==> src/core/asm_pkg.sv <==
// constants and types for the axis motion safety monitors
// What this block does
// - increment output high when direction matches and travel does not exceed step limit
// - increment output low on contrary direction or travel above step limit
// - relative travel accumulates from movement start, compared with step limit
// - reverse position tolerance lets small reverse travel and creep pass
// - direction monitor derives sense of rotation from speed each evaluation
// - direction output high when sign matches marker, low when contrary
// - direction faults only past separate speed and position tolerances, or on any sample with both direction inputs high
// - both direction inputs high while monitor enabled raises an alarm
// - violations latch; inport, panel key or fieldbus reset clears them once monitor enable and, for inc/dir, direction inputs are low
// - speed output high below speed threshold, low at or above it
// - permanent activation makes speed monitor active without sls_enable once its control bit is written (clear after reset)
// - speed change above maximum acceleration is a speed violation
// - ramp supervision adds stop-ramp monitor result to speed evaluation
// - overspeed integrator rises above threshold, falls below it
// - integrator above fault distance triggers the speed fault
// - overspeed distance works only with acceleration monitoring off
// - fast channel drives speed result straight to the fast output
// - ramp supervision starts stop-ramp monitor while speed above threshold
// - threshold of zero or below with ramp supervision gives emergency stop
package asm_pkg;
    localparam int ASM_W = 16;
    localparam int ASM_AW = 32;
    localparam logic [5:0] ASM_OFS_CTRL = 6'h00;
    localparam logic [5:0] ASM_OFS_STEP = 6'h04;
    localparam logic [5:0] ASM_OFS_XI = 6'h08;
    localparam logic [5:0] ASM_OFS_DSPD = 6'h0C;
    localparam logic [5:0] ASM_OFS_DPOS = 6'h10;
    localparam logic [5:0] ASM_OFS_THR = 6'h14;
    localparam logic [5:0] ASM_OFS_ACC = 6'h18;
    localparam logic [5:0] ASM_OFS_DIST = 6'h1C;
    localparam logic [5:0] ASM_OFS_STAT = 6'h20;
    localparam logic [5:0] ASM_OFS_TRV = 6'h24;
    localparam logic [5:0] ASM_OFS_INTG = 6'h28;
    localparam int ASM_CTRL_PERM = 0;
    localparam int ASM_CTRL_ACC = 1;
    localparam int ASM_CTRL_OVD = 2;
    localparam int ASM_CTRL_RAMP = 3;
    localparam int ASM_CTRL_FAST = 4;
    localparam logic [4:0] ASM_CTRL_RST = 5'h00;
    localparam logic [31:0] ASM_CFG_RST = 32'h0000_0000;
    typedef enum logic [0:0] {
        ASM_BUS_IDLE = 1'b0,
        ASM_BUS_ACK = 1'b1
    } asm_bus_st_t;
endpackage

==> src/core/asm_lat_if.sv <==
// carrier between a monitor and its fault latch
`timescale 1ns/1ps
interface asm_lat_if;
    logic viol;
    logic ack;
    logic hold;
    logic flt;
    modport mon (output viol, output ack, output hold, input flt);
    modport lat (input viol, input ack, input hold, output flt);
endinterface

==> src/core/asm_latch.sv <==
// sticky fault latch with guarded acknowledge
`timescale 1ns/1ps
module asm_latch import asm_pkg::*; (
    input wire logic mclk,
    input wire logic rst_n,
    asm_lat_if.lat lif
);
    logic flt_q;
    logic flt_d;

    always_comb begin
        flt_d = lif.viol | (flt_q & ~(lif.ack & ~lif.hold));
    end

    always_ff @(posedge mclk or negedge rst_n) begin
        if (!rst_n) begin
            flt_q <= 1'b0;
        end else begin
            flt_q <= flt_d;
        end
    end

    assign lif.flt = flt_q;
endmodule

==> src/core/asm_top.sv <==
// axis motion safety monitors with avalon register slave
//
// The implementer's own choices: register access over Avalon-MM and the register addresses.
`timescale 1ns/1ps
module asm_top import asm_pkg::*; #(
    parameter int W = ASM_W,
    parameter int AW = ASM_AW
) (
    input wire logic mclk,
    input wire logic arst_n,
    input wire logic [5:0] avs_address,
    input wire logic avs_read,
    input wire logic avs_write,
    input wire logic [31:0] avs_writedata,
    input wire logic [3:0] avs_byteenable,
    output logic [31:0] avs_readdata,
    output logic avs_waitrequest,
    input wire logic sample_valid,
    input wire logic signed [W-1:0] pos_in,
    input wire logic signed [W-1:0] spd_in,
    input wire logic dir_right_input,
    input wire logic dir_left_input,
    input wire logic inc_enable,
    input wire logic dir_enable,
    input wire logic sls_enable,
    input wire logic ramp_fault_in,
    input wire logic inport_reset,
    input wire logic panel_key_reset,
    input wire logic fieldbus_reset_source,
    output logic inc_ok,
    output logic dir_ok,
    output logic sls_ok,
    output logic fast_out,
    output logic ramp_activate,
    output logic estop,
    output logic alarm
);
    ////////////////////////////////////////////////////////////////////////
    // reset release
    logic rs1_q;
    logic rst_n;
    always_ff @(posedge mclk or negedge arst_n) begin
        if (!arst_n) begin
            rs1_q <= 1'b0;
            rst_n <= 1'b0;
        end else begin
            rs1_q <= 1'b1;
            rst_n <= rs1_q;
        end
    end

    ////////////////////////////////////////////////////////////////////////
    // register bus
    asm_bus_st_t bus_q;
    logic [4:0] ctrl_q;
    logic [AW-1:0] step_q;
    logic [AW-1:0] xi_q;
    logic [AW-1:0] dspd_q;
    logic [AW-1:0] dpos_q;
    logic [AW-1:0] thr_q;
    logic [AW-1:0] acc_q;
    logic [AW-1:0] dist_q;
    logic [AW-1:0] trv_q;
    logic [AW-1:0] intg_q;
    logic [31:0] stat;
    logic [31:0] rd_mux;
    logic wr_go;
    logic [31:0] ctrl_m;

    function automatic logic [31:0] be_merge(input logic [31:0] o,
                                             input logic [31:0] n,
                                             input logic [3:0] be);
        logic [31:0] r;
        r = o;
        for (int i = 0; i < 4; i++) begin
            if (be[i]) begin
                r[i*8 +: 8] = n[i*8 +: 8];
            end
        end
        return r;
    endfunction

    assign avs_waitrequest = (avs_read | avs_write) & (bus_q != ASM_BUS_ACK);
    assign wr_go = avs_write & (bus_q == ASM_BUS_ACK);
    assign ctrl_m = be_merge({27'h0, ctrl_q}, avs_writedata,
        avs_byteenable);

    always_ff @(posedge mclk or negedge rst_n) begin
        if (!rst_n) begin
            bus_q <= ASM_BUS_IDLE;
        end else begin
            case (bus_q)
                ASM_BUS_IDLE: begin
                    if (avs_read | avs_write) begin
                        bus_q <= ASM_BUS_ACK;
                    end
                end
                ASM_BUS_ACK: bus_q <= ASM_BUS_IDLE;
                default: bus_q <= ASM_BUS_IDLE;
            endcase
        end
    end

    always_comb begin
        case (avs_address)
            ASM_OFS_CTRL: rd_mux = {27'h0, ctrl_q};
            ASM_OFS_STEP: rd_mux = step_q;
            ASM_OFS_XI: rd_mux = xi_q;
            ASM_OFS_DSPD: rd_mux = dspd_q;
            ASM_OFS_DPOS: rd_mux = dpos_q;
            ASM_OFS_THR: rd_mux = thr_q;
            ASM_OFS_ACC: rd_mux = acc_q;
            ASM_OFS_DIST: rd_mux = dist_q;
            ASM_OFS_STAT: rd_mux = stat;
            ASM_OFS_TRV: rd_mux = trv_q;
            ASM_OFS_INTG: rd_mux = intg_q;
            default: rd_mux = 32'h0000_0000;
        endcase
    end

    always_ff @(posedge mclk or negedge rst_n) begin
        if (!rst_n) begin
            avs_readdata <= 32'h0000_0000;
        end else if (avs_read && bus_q == ASM_BUS_IDLE) begin
            avs_readdata <= rd_mux;
        end
    end

    always_ff @(posedge mclk or negedge rst_n) begin
        if (!rst_n) begin
            ctrl_q <= ASM_CTRL_RST;
            step_q <= ASM_CFG_RST;
            xi_q <= ASM_CFG_RST;
            dspd_q <= ASM_CFG_RST;
            dpos_q <= ASM_CFG_RST;
            thr_q <= ASM_CFG_RST;
            acc_q <= ASM_CFG_RST;
            dist_q <= ASM_CFG_RST;
        end else if (wr_go) begin
            case (avs_address)
                ASM_OFS_CTRL: ctrl_q <= ctrl_m[4:0];
                ASM_OFS_STEP: step_q <= be_merge(step_q, avs_writedata,
                    avs_byteenable);
                ASM_OFS_XI: xi_q <= be_merge(xi_q, avs_writedata,
                    avs_byteenable);
                ASM_OFS_DSPD: dspd_q <= be_merge(dspd_q, avs_writedata,
                    avs_byteenable);
                ASM_OFS_DPOS: dpos_q <= be_merge(dpos_q, avs_writedata,
                    avs_byteenable);
                ASM_OFS_THR: thr_q <= be_merge(thr_q, avs_writedata,
                    avs_byteenable);
                ASM_OFS_ACC: acc_q <= be_merge(acc_q, avs_writedata,
                    avs_byteenable);
                ASM_OFS_DIST: dist_q <= be_merge(dist_q, avs_writedata,
                    avs_byteenable);
                default: ctrl_q <= ctrl_q;
            endcase
        end
    end

    ////////////////////////////////////////////////////////////////////////
    // shared evaluation terms
    logic signed [AW-1:0] pos_prev_q;
    logic signed [AW-1:0] spd_prev_q;
    logic signed [AW-1:0] pos_x;
    logic signed [AW-1:0] spd_x;
    logic signed [AW-1:0] dlt;
    logic signed [AW-1:0] fwd;
    logic [AW-1:0] fwd_abs;
    logic [AW-1:0] spd_abs;
    logic [AW-1:0] opp_spd;
    logic [AW-1:0] dacc;
    logic one_dir;
    logic both_dir;
    logic sense_neg;
    logic ack_any;

    assign pos_x = AW'(pos_in);
    assign spd_x = AW'(spd_in);
    assign one_dir = dir_right_input ^ dir_left_input;
    assign both_dir = dir_right_input & dir_left_input;
    assign ack_any = inport_reset | panel_key_reset | fieldbus_reset_source;

    always_comb begin
        dlt = pos_x - pos_prev_q;
        fwd = dir_right_input ? dlt : -dlt;
        fwd_abs = fwd[AW-1] ? AW'(-fwd) : AW'(fwd);
        sense_neg = spd_in[W-1];
        spd_abs = sense_neg ? AW'(-spd_x) : AW'(spd_x);
        if (!one_dir) begin
            opp_spd = spd_abs;
        end else if (dir_right_input) begin
            opp_spd = sense_neg ? spd_abs : '0;
        end else begin
            opp_spd = sense_neg ? '0 : spd_abs;
        end
        dacc = (spd_x >= spd_prev_q) ? AW'(spd_x - spd_prev_q)
                                     : AW'(spd_prev_q - spd_x);
    end

    always_ff @(posedge mclk or negedge rst_n) begin
        if (!rst_n) begin
            pos_prev_q <= '0;
            spd_prev_q <= '0;
        end else if (sample_valid) begin
            pos_prev_q <= pos_x;
            spd_prev_q <= spd_x;
        end
    end

    ////////////////////////////////////////////////////////////////////////
    // limited increment monitor
    asm_lat_if inc_lif();
    asm_lat_if dir_lif();
    asm_lat_if sls_lif();
    logic [AW-1:0] rev_q;
    logic [AW-1:0] trv_d;
    logic [AW-1:0] rev_d;
    logic inc_val_q;

    always_comb begin
        if (one_dir && !fwd[AW-1]) begin
            trv_d = trv_q + fwd_abs;
            rev_d = rev_q;
        end else begin
            trv_d = trv_q;
            rev_d = rev_q + fwd_abs;
        end
    end

    always_ff @(posedge mclk or negedge rst_n) begin
        if (!rst_n) begin
            trv_q <= '0;
            rev_q <= '0;
            inc_val_q <= 1'b0;
        end else if (!inc_enable) begin
            trv_q <= '0;
            rev_q <= '0;
            inc_val_q <= 1'b0;
        end else if (sample_valid) begin
            trv_q <= trv_d;
            rev_q <= rev_d;
            inc_val_q <= 1'b1;
        end
    end

    assign inc_lif.viol = sample_valid & inc_enable &
        ((trv_d > step_q) | (rev_d > xi_q) | both_dir);
    assign inc_lif.ack = ack_any;
    assign inc_lif.hold = dir_right_input | dir_left_input | inc_enable;

    asm_latch u_inc_lat (
        .mclk(mclk),
        .rst_n(rst_n),
        .lif(inc_lif)
    );

    ////////////////////////////////////////////////////////////////////////
    // direction monitor
    logic [AW-1:0] drev_q;
    logic [AW-1:0] drev_d;
    logic dir_val_q;

    assign drev_d = (one_dir && !fwd[AW-1]) ? drev_q : drev_q + fwd_abs;

    always_ff @(posedge mclk or negedge rst_n) begin
        if (!rst_n) begin
            drev_q <= '0;
            dir_val_q <= 1'b0;
        end else if (!dir_enable) begin
            drev_q <= '0;
            dir_val_q <= 1'b0;
        end else if (sample_valid) begin
            drev_q <= drev_d;
            dir_val_q <= 1'b1;
        end
    end

    assign dir_lif.viol = sample_valid & dir_enable &
        ((opp_spd > dspd_q) | (drev_d > dpos_q) | both_dir);
    assign dir_lif.ack = ack_any;
    assign dir_lif.hold = dir_right_input | dir_left_input | dir_enable;

    asm_latch u_dir_lat (
        .mclk(mclk),
        .rst_n(rst_n),
        .lif(dir_lif)
    );

    ////////////////////////////////////////////////////////////////////////
    // limited speed monitor
    logic sls_act;
    logic sls_val_q;
    logic ovd_on;
    logic ramp_on;
    logic thr_bad;
    logic spd_exc;
    logic spd_above;
    logic spd_flt;
    logic signed [AW:0] intg_sum;
    logic [AW-1:0] intg_d;

    assign sls_act = ctrl_q[ASM_CTRL_PERM] | sls_enable;
    assign ovd_on = ctrl_q[ASM_CTRL_OVD] & ~ctrl_q[ASM_CTRL_ACC];
    assign ramp_on = ctrl_q[ASM_CTRL_RAMP] & sls_act;
    assign thr_bad = ramp_on & ($signed(thr_q) <= 0);
    assign spd_exc = spd_abs >= thr_q;
    assign spd_above = spd_abs > thr_q;

    always_comb begin
        intg_sum = $signed({1'b0, intg_q}) + $signed({1'b0, spd_abs})
                 - $signed({1'b0, thr_q});
        if (intg_sum[AW]) begin
            intg_d = '0;
        end else begin
            intg_d = intg_sum[AW-1:0];
        end
        if (ramp_on && spd_above) begin
            spd_flt = 1'b0;
        end else if (ovd_on) begin
            spd_flt = intg_d > dist_q;
        end else begin
            spd_flt = spd_exc;
        end
    end

    always_ff @(posedge mclk or negedge rst_n) begin
        if (!rst_n) begin
            intg_q <= '0;
            sls_val_q <= 1'b0;
        end else if (!sls_act) begin
            intg_q <= '0;
            sls_val_q <= 1'b0;
        end else if (sample_valid) begin
            intg_q <= ovd_on ? intg_d : '0;
            sls_val_q <= 1'b1;
        end
    end

    assign sls_lif.viol = sample_valid & sls_act & (spd_flt | thr_bad |
        (ctrl_q[ASM_CTRL_ACC] & (dacc > acc_q)) |
        (ramp_on & ramp_fault_in));
    assign sls_lif.ack = ack_any;
    assign sls_lif.hold = sls_enable;

    asm_latch u_sls_lat (
        .mclk(mclk),
        .rst_n(rst_n),
        .lif(sls_lif)
    );

    ////////////////////////////////////////////////////////////////////////
    // outputs
    // low until first evaluation
    always_ff @(posedge mclk or negedge rst_n) begin
        if (!rst_n) begin
            inc_ok <= 1'b0;
            dir_ok <= 1'b0;
            sls_ok <= 1'b0;
        end else begin
            inc_ok <= inc_val_q & ~inc_lif.flt;
            dir_ok <= dir_val_q & ~dir_lif.flt;
            sls_ok <= sls_val_q & ~sls_lif.flt;
        end
    end

    always_ff @(posedge mclk or negedge rst_n) begin
        if (!rst_n) begin
            fast_out <= 1'b0;
        end else if (!ctrl_q[ASM_CTRL_FAST] || !sls_act) begin
            fast_out <= 1'b0;
        end else if (sls_lif.viol) begin
            fast_out <= 1'b0;
        end else if (sample_valid) begin
            fast_out <= ~sls_lif.flt;
        end
    end

    always_ff @(posedge mclk or negedge rst_n) begin
        if (!rst_n) begin
            ramp_activate <= 1'b0;
            estop <= 1'b0;
            alarm <= 1'b0;
        end else begin
            if (!ramp_on) begin
                ramp_activate <= 1'b0;
            end else if (sample_valid) begin
                ramp_activate <= spd_above;
            end
            estop <= thr_bad;
            alarm <= (inc_enable | dir_enable) & both_dir;
        end
    end

    assign stat = {23'h0, ramp_activate, estop, alarm, sls_lif.flt,
                   dir_lif.flt, inc_lif.flt, sls_ok, dir_ok, inc_ok};
endmodule

==> config.mk <==
export PLATFORM = sky130hd
export DESIGN_NAME = asm_top
export DESIGN_NICKNAME = d
export VERILOG_FILES = /design/src/core/asm_pkg.sv /design/src/core/asm_lat_if.sv /design/src/core/asm_latch.sv /design/src/core/asm_top.sv
export SDC_FILE = /design/constraint.sdc
export NUM_CORES = 1
export LEC_CHECK = 0
export ABC_AREA = 1
export BUFFER_PORTS_ARGS = -buffer_cell sky130_fd_sc_hd__buf_2
export CAP_MARGIN = 10
export CORE_MARGIN = 2
export CORE_UTILIZATION = 55
export DETAILED_ROUTE_END_ITERATION = 16
export HOLD_SLACK_MARGIN = 0.06
export PLACE_DENSITY_LB_ADDON = 0.05
export SETUP_SLACK_MARGIN = 0.4
export SYNTH_ARGS = -nofsm -noshare
export SYNTH_HDL_FRONTEND = slang
export SYNTH_HIERARCHICAL = 1
export SYNTH_SLANG_ARGS = --single-unit
==> constraint.sdc <==
create_clock -name mclk -period 30.4 [get_ports mclk]
set_clock_uncertainty 0.05 [all_clocks]
set_input_delay 3.04 -clock mclk [delete_from_list [all_inputs] [get_ports mclk]]
set_output_delay 3.04 -clock mclk [all_outputs]
set_load 0.005 [all_outputs]
==> key figures, run 1 <==
Status
  – Status: completed

Routing
  – Drt total wl: 127 mm
  – DR vias/cell: between 5 and 6
  – DR top layer: met4
  – Detailed-route via count: ~36k
  – Iter 0 DRT Violations: ~3.7k
  – Drt wl/cell: 20.4 microns
  – Met2 Wirelength: between 50 and 60 mm
  – M1 WL: between 50 and 60 mm
  – # DRC: 0
  – Drt pass-1 iters: 7
  – Met3 Wirelength: 11.3 mm
  – Detail Route Antenna Nets: 0

Cells and area
  – Share of cells above drive strength 1: 0.0586
  – Final Util: 0.611
  – Fillers: around 6.4k
  – Area grow syn2layout: 9.44%
  – Commonest non-fill, non-tap cell in the layout: nand2_1
  – Most frequent cells in the layout: 1312 x nand2_1, 829 x inv_1, 508 x o21ai_0
  – Antenna diodes: 0
  – Post-route non-filler standard cell count: 6238
  – Total Nets Final: 5864

GRT
  – Vias in the first global route: about 33k
  – First-pass GRT wire length: just under 200 mm
  – Pin count of the biggest net entering global routing: 75
  – Antenna violations before repair: 2
  – Gr ovfl total: 0
  – GR Util All Layers: 0.364

Critical path
  – Max FO, Critical Path: 12
  – Critical Path RT: between 30 and 40 ns
  – Critical Path Sink Type: flop
  – Worst Setup Path Type: in2reg
  – Critical Path AT: 10.97 ns
  – Worst r2r src: pos_prev_q[0]
  – R2R setup slack: around 22 ns
  – R2R cell count: 42
  – Slowest stage delay, CP: approximately 0.72 ns
  – Reg2reg end: u_inc_lat/lif.flt
  – CP max stage cell: o21ai_0
  – CP delay by family, top: simple AND/OR/NAND/NOR gates
  – WP buf/inv: 8
  – Startpoint Class: input port
  – CP most frequent cell: nand2_1

Placement
  – IO buf count: between 100 and 150
  – Post-DP HPWL: between 100 and 150 mm
  – Routability cong.: 1.01
  – Placed cell count: ~6.1k

Floorplan
  – Starting Density: 0.558
  – Die Ht: between 200 and 300 microns
  – Core area: roughly 0.066 sq mm
  – Full die area: 0.0690 sq mm
  – DIE WIDTH: between 200 and 300 microns
  – # rows: 94
  – I/O Pins: 128

CTS
  – Root Driver: clkbuf_16
  – PostCTS Resize Cnt: 0
  – Post-CTS setup buffer count: 0
  – Clock latency on the worst-skew pair: 0.64 ns
  – Sink Count: between 400 and 500
  – Hold_buf cts: 0
  – Total CTS buffers: 51
  – H-tree Lvls: 2
  – Clk buf depth: 3
  – Worst-path clk slew: 0.06 ns
  – CTS tree: done

Logic synthesis
  – Most common flop cell mapped by yosys: dfrtp_1
  – Asr flop ratio synth: 1.00
  – Post-Syn Instances: between 5k and 6k
  – Ys Warns: 6
  – Mapped Area: approximately 0.037 sq mm
  – Number of synthesized flops with an enable pin: 0
  – Synthesized flop and latch total: around 440
  – Seq/Total Area, Yosys: 0.297
  – Mean post-synth cell area: roughly 7 sq um
  – Synth cell types: 56

Power and ir drop
  – Total leakage power: slightly above 0.02 uW
  – P per Cell Area: between 60 and 70 mW/mm^2
  – Peak supply drop: 0.0535 mV

Worst hold path
  – Hold path depth: 0
  – Hold Crit Class: reg2reg
  – Worst hold start: rs1_q
  – Hold Path End: rst_n

STA
  – Setup_tns: 0 ns
  – Max-slew violations: 0
  – Setup violators final: 0
  – Final hold violation count: 0
  – RSZ-0062 raised after global routing: false
  – Worst relative slew slack: 0.105
  – Slew @ Worst Pin: between 1 and 1.5 ns
  – Tmin final: roughly 10 ns
  – Crit share post-route: 0.344
  – Fmax: around 96 MHz

Run
  – Max-Cap Viols: 0
## metal layers
metal | vias up | global-route usage
met4 | 0 | 0.120
met2 | 1487 | 0.566
met1 | 16655 | 0.520
met3 | 229 | 0.0563
met5 | - | 0
li1 | 17328 | -
## synth_stat cells, drive strengths merged (16+ instances only)
cell type	n	area [sq um]
xor2	89	780
nor4	26	163
nand4	64	400
dfrtp	437	10900
and2	54	338
o22ai	79	494
a21oi	333	1670
a221oi	23	201
nor3	48	252
o221ai	34	298
o21ai	550	2750
fa	38	761
ha	404	5050
nand2	1337	5090
a2111oi	21	184
a21o	16	120
inv	841	3160
xnor2	70	613
clkbuf	101	379
buf	30	186
o21a	24	180
nand3	199	1010
nor2	260	998
## flip-flops by register name (all words and copies together), names as in the netlist, 5 cells and up
| signal | count |
|---|---|
| xi_q | 32 |
| dspd_q | 32 |
| trv_q | 32 |
| spd_prev_q | 16 |
| rev_q | 32 |
| avs_readdata | 32 |
| ctrl_q | 5 |
| acc_q | 32 |
| step_q | 32 |
| pos_prev_q | 16 |
| drev_q | 32 |
| intg_q | 32 |
| dpos_q | 32 |
| dist_q | 32 |
| thr_q | 32 |
## report_power, final
part / switching (uW) / internal (uW) / total (uW)
registers: 36.2 / 626 / 662
logic: 738 / 400 / 1140
clock network: 283 / 391 / 674
## worst max-delay path by stage
stage                    from           endpoint  slack, ns  depth (start not counted)
floorplan               rst_n           acc_q[0]      17.27                          0
CTS                 pos_in[0]  u_inc_lat/lif.flt      20.09                         38
finish              pos_in[0]  u_inc_lat/lif.flt      19.95                         44
global placement    pos_in[0]  u_inc_lat/lif.flt      19.31                         44
detailed placement  pos_in[0]  u_inc_lat/lif.flt      19.44                         38
global route        pos_in[0]  u_inc_lat/lif.flt      19.28                         38
## logic make-up after synthesis
| family | synth area share |
|---|---|
| AOI/OAI and AO/OA | 0.176 |
| and+or+nand+nor | 0.227 |
| xor gates and xnor gates | 0.0378 |
| muxes | 0.00245 |
| buffers and inverters | 0.101 |
| DFF | 0.297 |
| adders and majority gates | 0.158 |
| other | 0.000204 |
## final cells by class
type | instances | area [sq um] | area share
sequential | 437 | 10900 | 0.271
tap | 864 | 1080 | 0.0268
clock inverter | 30 | 408 | 0.0101
inverter | 844 | 3170 | 0.0786
timing repair buffer | 161 | 891 | 0.0221
clock buffer | 63 | 1370 | 0.0340
multi-input combinational | 3839 | 22400 | 0.557
## metrics by stage
| stage | hold WS, ns | area [sq um] | total power [uW] | setup WS [ns] |
|---|---|---|---|---|
| after floorplan | 0.281 | 37100 | 1490 | 17.27 |
| after global placement | 0.287 | 38500 | 1770 | 19.31 |
| after detailed placement | 0.290 | 38500 | 1780 | 19.44 |
| after CTS | 0.306 | 40300 | 2460 | 20.09 |
| after global routing | 0.304 | 40300 | 2660 | 19.28 |
| final | 0.303 | 40300 | 2470 | 19.95 |
(Power assumes the default switching activity.)
==> run 2, diff against run 1 <==
==> constraint.sdc (replaced) <==
create_clock -name mclk -period 9.1 [get_ports mclk]
set_clock_uncertainty 0.05 [all_clocks]
set_input_delay 0.91 -clock mclk [delete_from_list [all_inputs] [get_ports mclk]]
set_output_delay 0.91 -clock mclk [all_outputs]
set_load 0.005 [all_outputs]
==> key figures, run 2 (synthesis results as in run 1) <==
STA
  – Fmax: about 130 MHz
  – Setup violators final: 0
  – Worst relative slew slack: 0.158
  – RSZ-0062 raised after global routing: false
  – Tmin final: around 8 ns
  – Max-slew violations: 0
  – Crit share post-route: 0.871
  – Slew @ Worst Pin: 1.26 ns
  – Final hold violation count: 0
  – Setup_tns: 0 ns

Floorplan
  – Full die area: between 0.06 and 0.07 sq mm
  – Core area: around 0.066 sq mm
  – Starting Density: 0.558
  – DIE WIDTH: 263 microns
  – Die Ht: about 260 microns
  – I/O Pins: about 130
  – # rows: 94

CTS
  – Total CTS buffers: 54
  – H-tree Lvls: 2
  – Root Driver: clkbuf_16
  – Sink Count: between 400 and 500
  – Clock latency on the worst-skew pair: 0.64 ns
  – Post-CTS setup buffer count: 0
  – CTS tree: done
  – Clk buf depth: 3
  – Worst-path clk slew: 0.06 ns

Routing
  – Drt total wl: ~130 mm
  – Drt pass-1 iters: 6
  – # DRC: 0
  – DR vias/cell: approximately 5.7
  – Detailed-route via count: roughly 36k
  – Drt wl/cell: approximately 21 microns
  – Detail Route Antenna Nets: 0
  – Iter 0 DRT Violations: around 3.6k

Cells and area
  – Design area: 0.0404 sq mm
  – Final Util: 0.613
  – Area grow syn2layout: 9.83%
  – Share of cells above drive strength 1: 0.0596
  – Commonest non-fill, non-tap cell in the layout: nand2_1
  – Most frequent cells in the layout: 1312 x nand2_1, 829 x inv_1, 507 x o21ai_0
  – Total Nets Final: slightly below 6k

Power and ir drop
  – P per Cell Area: around 210 mW/mm^2
  – Peak supply drop: approximately 0.16 mV
  – Total leakage power: approximately 0.02 uW

Placement
  – Post-place instance area: approximately 0.039 sq mm
  – Post-DP HPWL: a little over 100 mm
  – IO buf count: between 100 and 150
  – Routability cong.: 1.01

Critical path
  – Worst setup path start: pos_in[0]
  – Critical Path AT: 8.37 ns
  – Critical Path RT: 9.55 ns
  – Critical Path Sink Type: flop
  – Startpoint Class: input port
  – Worst Setup Path Type: in2reg
  – Max FO, Critical Path: 12
  – Slowest stage delay, CP: approximately 0.60 ns
  – CP max stage cell: nor4_1
  – Worst r2r src: pos_prev_q[0]
  – CP most frequent cell: nand2_1

GRT
  – GR Util All Layers: 0.367
  – Pin count of the biggest net entering global routing: 170
  – Antenna violations before repair: 3
  – Global-route met2 utilization: 0.571
  – Vias in the first global route: roughly 34k
  – Met3 usage: 0.0670
  – Gr ovfl total: 0
  – Most crowded layer after global routing: met2
  – Grt met1 use: 0.513
  – First-pass GRT wire length: ~200 mm

Status
  – Status: completed

Run
  – Max-Cap Viols: 0

Worst hold path
  – Worst hold start: rs1_q
  – Hold Crit Class: reg2reg
[run 2: changes by cell type in the layout (fill, tap and decap cells not counted), sizes merged]
cell | previous run | this run
bufinv | 8 | 6
clkbuf | 63 | 73
diode | 0 | 1
clkinvlp | 5 | 4
inv | 846 | 843
dlygate4sd3 | 0 | 1
clkinv | 15 | 14
buf | 161 | 167
[run 2: repair_timing]
| item | in CTS | in global routing |
|---|---|---|
| endpoints found under the hold margin | 2 | 0 |
| gates resized for setup | 0 | 1 |
| hold buffers | 1 | 0 |
| setup endpoints to repair | 0 | 1 |
[run 2: final timing paths]
| path | end | slack [ns] | cells past startpoint |
|---|---|---|---|
| min in group asynchronous | avs_readdata[8] | 0.43 | 0 |
| max in group asynchronous | avs_readdata[22] | 6.33 | 2 |
| setup / recovery | u_inc_lat/lif.flt | 1.17 | 43 |
| hold / removal | rst_n | 0.31 | 0 |
| hold reg to reg | rst_n | 0.31 | 0 |
| setup reg to reg | u_inc_lat/lif.flt | 1.24 | 41 |
[run 2: routing by layer]
| metal | vias up | share of wire |
|---|---|---|
| met4 | 0 | 0.039 |
| met2 | 1397 | 0.43 |
| met3 | 240 | 0.085 |
| met1 | 16722 | 0.44 |
| li1 | 17331 | - |
| met5 | - | 0 |
[run 2: stage by stage]
step	hold WS, ns	worst slack (ns)	std cells	power (uW)
after floorplan	0.281	1.93	5251	4960
after global placement	0.288	0.670	6151	5930
after detailed placement	0.291	0.496	6151	5980
after CTS	0.305	1.14	6248	8300
after global routing	0.305	0.526	6248	8950
final	0.307	1.17	6249	8350
[run 2: where the power goes]
group	internal, uW	switching [uW]
clock network	1350	948
logic	1350	2490
registers	2090	123
total	4790	3560
[run 2: final cells by class]
cell class	count	area, sq um
diodes	1	2.50
clock buffers	73	1530
clock inverters	23	313
fillers	6369	25500
inverters	844	3170
multi-input cells	3839	22400
flip-flops and latches	437	10900
well taps	864	1080
repair buffers	168	971
[run 2: critical path, delay by kind of cell]
kind | cells | cell delay (ns)
buf+inv | 8 | 0.70
simple gates | 25 | 3.58
compound gates | 6 | 1.82
fa+ha+maj | 4 | 1.36
